### config.mk
export PLATFORM = sky130hd
export DESIGN_NAME = rrt_regs
export DESIGN_NICKNAME = d
export VERILOG_FILES = /design/src/rrt_pkg.sv /design/src/rrt_regs.sv
export SDC_FILE = /design/constraint.sdc
export NUM_CORES = 1
export LEC_CHECK = 0
export ABC_AREA = 1
export BUFFER_PORTS_ARGS = -buffer_cell sky130_fd_sc_hd__buf_4
export CORE_AREA = 2 2 82 69
export DETAILED_ROUTE_END_ITERATION = 6
export DIE_AREA = 0 0 84 71
export PLACE_DENSITY_LB_ADDON = 0.2
export SLEW_MARGIN = 40
export SYNTH_ARGS = -nofsm -noshare
export SYNTH_HDL_FRONTEND = slang
export SYNTH_SLANG_ARGS = --single-unit
### constraint.sdc
create_clock -name core_clk -period 0.9 [get_ports core_clk]
set_input_delay 0.09 -clock core_clk [delete_from_list [all_inputs] [get_ports core_clk]]
set_output_delay 0.09 -clock core_clk [all_outputs]
set_load 0.01 [all_outputs]
### src/rrt_pkg.sv
// Package of offsets, field layouts and reset values for the control registers
package rrt_pkg;

  // Register addresses on the control interface
  localparam logic [6:0] RRT_ADDR_REGULATOR = 7'h35;
  localparam logic [6:0] RRT_ADDR_BANDGAP = 7'h36;
  localparam logic [6:0] RRT_ADDR_TOUCH_ONE = 7'h37;

  // Field positions
  localparam int RRT_BIT_ENABLE = 15;
  localparam int RRT_BIT_FAST_REF = 14;
  localparam int RRT_BIT_REF_SEL = 13;
  localparam int RRT_BIT_OUT_FLOAT = 12;
  localparam int RRT_BIT_BIAS_SRC = 5;
  localparam int RRT_BIT_CONV_EN = 14;
  localparam int RRT_CODE_MSB = 4;
  localparam int RRT_CODE_LSB = 0;

  // Field widths and reset values
  localparam int RRT_CODE_W = 5;
  localparam int RRT_DATA_W = 16;
  localparam logic [4:0] RRT_RATIO_RESET = 5'h07;
  localparam logic [4:0] RRT_BANDGAP_RESET = 5'h0a;
  localparam logic [4:0] RRT_RATE_MANUAL = 5'h00;
  localparam logic [4:0] RRT_BANDGAP_CODE_MAX = 5'h0f;
  localparam logic [15:0] RRT_READ_ZERO = 16'h0000;

  // Regulator controls as presented to the analog block
  typedef struct packed {
    logic enable;
    logic fast_ref;
    logic ref_select;
    logic output_float;
    logic bias_source;
    logic [4:0] ratio_code;
  } rrt_regulator_t;

  // Bandgap controls
  typedef struct packed {
    logic enable;
    logic [4:0] voltage_code;
  } rrt_bandgap_t;

  // Touch panel controls
  typedef struct packed {
    logic panel_enable;
    logic conversion_enable;
    logic [4:0] conversion_rate;
  } rrt_touch_t;

endpackage

### src/rrt_regs.sv
// Regulator, bandgap and touch panel control register bank
//
// Notes on behaviour
// Regulator bit 13 picks mid-rail (0) or bandgap (1) reference; resets 0.
// Bit 14 picks fast-start mid-rail reference, only when bit 13 is 0.
// Bit 15 enables regulator; bit 12 floats output when disabled, else discharges.
// Bit 5 picks bias source: master (0) or start-up (1); resets 0.
// Bits 4:0 set output ratio of reference; reset value 00111.
// Bandgap enable bit 15 resets 0; code bits 4:0 reset 01010.
// Software programs bandgap codes 00000 to 01111 only; higher reserved.
// Touch register bit 15 panel enable, bit 14 conversion enable; reset 0.
// Automatic rate: conversion enable set runs conversions, clearing stops them.
// Manual rate 0: writing 1 to conversion enable starts one set.
// Manual mode: device clears conversion enable once the set has started.
// Unlisted bits read back zero and ignore writes.
module rrt_regs
  import rrt_pkg::*;
#(
  parameter int DATA_W = RRT_DATA_W
) (
  input wire logic core_clk,
  input wire logic resetn,
  input wire logic reg_write,
  input wire logic reg_read,
  input wire logic [6:0] reg_addr,
  input wire logic [DATA_W-1:0] reg_wdata,
  output logic [DATA_W-1:0] reg_rdata,
  output logic reg_hit,
  input wire logic touch_set_started,
  output rrt_regulator_t regulator_ctrl,
  output rrt_bandgap_t bandgap_ctrl,
  output rrt_touch_t touch_ctrl,
  output logic touch_auto_run,
  output logic touch_single_start
);

  // Elaboration check on the data width
  if (DATA_W != RRT_DATA_W) begin : g_width_check
    $error("rrt_regs supports only 16-bit register data");
  end

  // Stored fields
  logic reg_en_q, reg_fast_q, reg_ref_q, reg_float_q, reg_bias_q;
  logic [4:0] reg_ratio_q;
  logic bg_en_q;
  logic [4:0] bg_code_q;
  logic tch_en_q, tch_cvt_q, tch_cvt_d;
  logic [4:0] touch_conversion_rate_q;
  logic start_q;
  logic [DATA_W-1:0] rdata_q;

  // Address decode
  wire logic hit_reg = reg_addr == RRT_ADDR_REGULATOR;
  wire logic hit_bg = reg_addr == RRT_ADDR_BANDGAP;
  wire logic hit_tch = reg_addr == RRT_ADDR_TOUCH_ONE;
  wire logic wr_reg = reg_write && hit_reg;
  wire logic wr_bg = reg_write && hit_bg;
  wire logic wr_tch = reg_write && hit_tch;
  wire logic [4:0] wr_code = reg_wdata[RRT_CODE_MSB:RRT_CODE_LSB];
  wire logic wr_cvt = reg_wdata[RRT_BIT_CONV_EN];

  // manual start on write of 1
  wire logic manual_kick = wr_tch && wr_cvt && (wr_code == RRT_RATE_MANUAL);
  wire logic manual_mode = touch_conversion_rate_q == RRT_RATE_MANUAL;

  // self clear once started, a new write wins
  always_comb begin
    tch_cvt_d = tch_cvt_q;
    if (manual_mode && touch_set_started) begin
      tch_cvt_d = 1'b0;
    end
    if (wr_tch) begin
      tch_cvt_d = wr_cvt;
    end
  end

  // regulator register write
  always_ff @(posedge core_clk or negedge resetn) begin
    if (!resetn) begin
      reg_en_q <= 1'b0;
      reg_fast_q <= 1'b0;
      reg_ref_q <= 1'b0;
      reg_float_q <= 1'b0;
      reg_bias_q <= 1'b0;
      reg_ratio_q <= RRT_RATIO_RESET;
    end else if (wr_reg) begin
      reg_en_q <= reg_wdata[RRT_BIT_ENABLE];
      reg_fast_q <= reg_wdata[RRT_BIT_FAST_REF];
      reg_ref_q <= reg_wdata[RRT_BIT_REF_SEL];
      reg_float_q <= reg_wdata[RRT_BIT_OUT_FLOAT];
      reg_bias_q <= reg_wdata[RRT_BIT_BIAS_SRC];
      reg_ratio_q <= wr_code;
    end
  end

  // bandgap register write, code stored as written
  always_ff @(posedge core_clk or negedge resetn) begin
    if (!resetn) begin
      bg_en_q <= 1'b0;
      bg_code_q <= RRT_BANDGAP_RESET;
    end else if (wr_bg) begin
      bg_en_q <= reg_wdata[RRT_BIT_ENABLE];
      bg_code_q <= wr_code;
    end
  end

  // touch register write
  always_ff @(posedge core_clk or negedge resetn) begin
    if (!resetn) begin
      tch_en_q <= 1'b0;
      touch_conversion_rate_q <= RRT_RATE_MANUAL;
    end else if (wr_tch) begin
      tch_en_q <= reg_wdata[RRT_BIT_ENABLE];
      touch_conversion_rate_q <= wr_code;
    end
  end

  // Conversion enable and one-cycle manual start
  always_ff @(posedge core_clk or negedge resetn) begin
    if (!resetn) begin
      tch_cvt_q <= 1'b0;
      start_q <= 1'b0;
    end else begin
      tch_cvt_q <= tch_cvt_d;
      start_q <= manual_kick;
    end
  end

  // read data, unlisted bits zero
  logic [DATA_W-1:0] rd_mux;
  always_comb begin
    rd_mux = RRT_READ_ZERO;
    if (hit_reg) begin
      rd_mux[RRT_BIT_ENABLE] = reg_en_q;
      rd_mux[RRT_BIT_FAST_REF] = reg_fast_q;
      rd_mux[RRT_BIT_REF_SEL] = reg_ref_q;
      rd_mux[RRT_BIT_OUT_FLOAT] = reg_float_q;
      rd_mux[RRT_BIT_BIAS_SRC] = reg_bias_q;
      rd_mux[RRT_CODE_MSB:RRT_CODE_LSB] = reg_ratio_q;
    end
    if (hit_bg) begin
      rd_mux[RRT_BIT_ENABLE] = bg_en_q;
      rd_mux[RRT_CODE_MSB:RRT_CODE_LSB] = bg_code_q;
    end
    if (hit_tch) begin
      rd_mux[RRT_BIT_ENABLE] = tch_en_q;
      rd_mux[RRT_BIT_CONV_EN] = tch_cvt_q;
      rd_mux[RRT_CODE_MSB:RRT_CODE_LSB] = touch_conversion_rate_q;
    end
  end

  // Registered read answer
  always_ff @(posedge core_clk or negedge resetn) begin
    if (!resetn) begin
      rdata_q <= RRT_READ_ZERO;
    end else if (reg_read) begin
      rdata_q <= rd_mux;
    end
  end

  // Outputs to analog and touch engine
  assign reg_rdata = rdata_q;
  assign reg_hit = hit_reg || hit_bg || hit_tch;
  // enable and float straight from stored bits
  assign regulator_ctrl.enable = reg_en_q;
  // fast start only with mid-rail selected
  assign regulator_ctrl.fast_ref = reg_fast_q && !reg_ref_q;
  assign regulator_ctrl.ref_select = reg_ref_q;
  assign regulator_ctrl.output_float = reg_float_q;
  // bias source
  assign regulator_ctrl.bias_source = reg_bias_q;
  // ratio code
  assign regulator_ctrl.ratio_code = reg_ratio_q;
  assign bandgap_ctrl.enable = bg_en_q;
  assign bandgap_ctrl.voltage_code = bg_code_q;
  assign touch_ctrl.panel_enable = tch_en_q;
  assign touch_ctrl.conversion_enable = tch_cvt_q;
  assign touch_ctrl.conversion_rate = touch_conversion_rate_q;
  // automatic conversions run while enabled
  assign touch_auto_run = tch_cvt_q && !manual_mode;
  assign touch_single_start = start_q;
endmodule

==> flow_metrics.env <==
export IMPL_status="finished with violations"
export IMPL_violations="negative setup slack"
export IMPL_drc_errors=0
export IMPL_cts_buffers=5
export IMPL_drive_above_1_share_pct=58.0
export IMPL_critPathMaxFanout=2
export IMPL_crit_family="flip-flops"
export IMPL_peakVddDrop_mv=0.836
export IMPL_pwr_share_clk_pct=34.2
export IMPL_internal_power_mw=2.95
export IMPL_place_area_um2=2370
export IMPL_p_comb_share_pct=23.1
export IMPL_clock_root_buffer="clkbuf_8"
export IMPL_hold_viol_final=0
export IMPL_h_tree_depth=2
export IMPL_reg2reg_slack_ns=-0.18
export IMPL_core_area_um2=5190
export IMPL_synth_top_area_cell="dfrtp_1"
export IMPL_grt_pass1_wl_um=8000
export IMPL_track_usage_pct=17.0
export IMPL_setup_violations=28
export IMPL_skew_ns=0.00399
export IMPL_worst_skew_pair_late_latency_ns=0.28
export IMPL_path_class="reg -> out"
export IMPL_start_kind="flip-flop"
export IMPL_final_cells=389
export IMPL_ant_nets=0
export IMPL_place_ws_ns=-0.198
export IMPL_synth_distinct_cells=26
export IMPL_setup_ws_ns=-0.318
export IMPL_gr_total_overflow=0
export IMPL_drt_wl_total_um=5240
export IMPL_netlist_top_cells_area="dfrtp_1 (40%), nand2_1 (14%), nand3_1 (8.6%)"
export IMPL_area_growth_pct=79.0
export IMPL_final_area_um2=3210
export IMPL_yosys_warnings=0
export IMPL_r2r_end="reg_rdata[14]"
export IMPL_path_clk_slew_ns=0.07
export IMPL_gp_congestion=0.801
export IMPL_hold_path_class="in -> reg"
export IMPL_grt_max_degree=35
export IMPL_path_cells="nor2_2 > nand3_1 > nand2_1 > inv_2 > buf_6"
export IMPL_syn_inst=209
export IMPL_power_frac_seq_pct=42.7
export IMPL_syn_area_um2=1800
export IMPL_slew_viol_final=0
export IMPL_hold_path_cell_count=3
export IMPL_num_vias=1771
export IMPL_die_area_um2=5960
export IMPL_chipWidth_um=84
export IMPL_hold_path_endpoint="bg_code_q[1]"
export IMPL_max_stage_delay_ns=0.40
export IMPL_fin_crit_ns=1.22
export IMPL_switching_share_pct=25.8
export IMPL_drt_iter0_markers=80
export IMPL_rr_startpoint="tch_cvt_q"
export IMPL_nets=351
export IMPL_n_antenna_cell=0
export IMPL_start_util_pct=34.6
export IMPL_critPathCaptureType="output pin"
export IMPL_cts_buffer_depth=2
export IMPL_drt_pass1_iter_count=4
export IMPL_p_leak_nw=1.69
export IMPL_min_delay_start="reg_wdata[1]"
export IMPL_power_switching_mw=1.03
export IMPL_detail_route_wl_per_cell_um=13.5
export IMPL_grt_pass1_vias=1664
export IMPL_cts_sinks=34
export IMPL_io_pins=70
export IMPL_portBuffers=57
export IMPL_ys_seq_elements=34
export IMPL_p_total_mw=3.98
export IMPL_yosys_area_top_type_share_pct=40.4
export IMPL_grt_antenna_before_repair=0
export IMPL_final_util_pct=61.8
export IMPL_r2r_cells=6
export IMPL_tritoncts="built"
export IMPL_crit_slowest_cell="dfrtp_1"
export IMPL_avgSynthCellArea_um2=8.59
export IMPL_hold_ws_ns=0.0244
export IMPL_arrival_ns=1.13
export IMPL_viasPerCell=4.55
export IMPL_hpwl_um=3380
export IMPL_drv_cap=0
export IMPL_worstPathRequired_ns=0.81
export IMPL_p_per_area_nw_per_um2=1240
export IMPL_finalCritPeriodShare_pct=135
export IMPL_grt_setup_unrepaired="yes"
export IMPL_rows=24
export IMPL_ys_seq_area_share_pct=47.7
export IMPL_dp_cells=337
export IMPL_tns_ns=-2.64
export IMPL_fmax_mhz=821
export IMPL_path_buf_inv=2
export IMPL_die_height_um=71
## per-layer routing
layer  share of wire (%)  vias up  wire, um  global-route usage (%)
li1                    -      877         -                       -
met1                  46      830      2390                    23.1
met2                  47       57      2460                    26.9
met3                 6.5        7       338                    4.55
met4                 1.0        0        54                    4.84
met5                   0        -         0                       0
## cell families (layout without fill, tap and decap cells)
group,count (synthesis),after routing,synth area share [%]
compound gates,24,24,9.20
buf+inv,36,145,11.4
flops,34,34,47.7
simple gates,114,115,31.5
other cells,1,6,0.209
## worst max path at each step
stage                                    start        endpoint  slack, ns  depth (start not counted)
global route        touch_conversion_rate_q[3]  touch_auto_run      -0.40                          5
global placement                   reg_addr[5]  reg_ratio_q[4]      -0.19                          9
detailed placement                 reg_addr[5]      reg_fast_q      -0.20                          9
finish              touch_conversion_rate_q[0]  touch_auto_run      -0.32                          5
floorplan                          reg_addr[1]       reg_ref_q      0.005                          9
CTS                 touch_conversion_rate_q[1]  touch_auto_run      -0.32                          5
## what timing repair did
item | 4_1_cts | 5_1_grt
cloned | 0 | 1
hold buffers | 2 | 0
resized for setup | 47 | 56
setup buffers | 36 | 12
endpoints found under the hold margin | 30 | 0
endpoints found under the setup margin | 35 | 58
pin swaps | 21 | 20
## layout make-up
cell class,instances,area (um2)
fillers,445,1980
repair buffers,119,1120
multi-input cells,145,963
flip-flops and latches,34,857
well taps,65,81.3
inverters,18,80.1
clock buffers,7,76.3
clock inverters,1,30.0
## layout by cell type (no fill, tap or decap), types with 2 or more instances in the layout
master	count
buf_4	59
buf_6	57
clkbuf_1	2
clkbuf_8	5
conb_1	6
dfrtp_1	29
dfstp_2	5
dlygate4sd3_1	2
inv_1	11
inv_2	3
inv_6	2
nand2_1	55
nand2_2	7
nand2_4	6
nand2_8	2
nand3_1	16
nand3_2	11
nand3_4	6
nor2_2	3
nor2_4	5
o21ai_0	9
o21ai_1	3
o21ai_2	12
## synthesized netlist by cell type (all sizes together)
| library cell | number |
|---|---|
| nand4 | 1 |
| o21ai | 24 |
| nand3 | 32 |
| buf | 17 |
| clkbuf | 1 |
| conb | 1 |
| dfrtp | 29 |
| inv | 17 |
| clkinv | 1 |
| nor3 | 2 |
| dfstp | 5 |
| nand2 | 70 |
| nor2 | 9 |
## power by group through the flow
stage          clock (mW)  sequential, mW  combinational (mW)
3_3_place_gp            0            1.72               0.616
2_1_floorplan           0            1.74               0.278
3_5_place_dp            0            1.72               0.621
4_1_cts              1.39            1.69               0.866
6_report             1.36            1.70               0.919
5_1_grt              1.45            1.71               0.992
## sequential cells by signal (all words and copies together), names as in the netlist
signal and cells:
touch_single_start 1, reg_rdata 10, reg_float_q 1, tch_cvt_q 1, reg_fast_q 1, touch_conversion_rate_q 5, bg_code_q 5, reg_ratio_q 5
bg_en_q 1, reg_bias_q 1, reg_ref_q 1, reg_en_q 1, tch_en_q 1
## worst min-delay path, cell delays in order
cell	delay, ns
buf_4	0.11
nand2_1	0.05
nand2_1	0.05
Power figures use the tool's default switching activity.
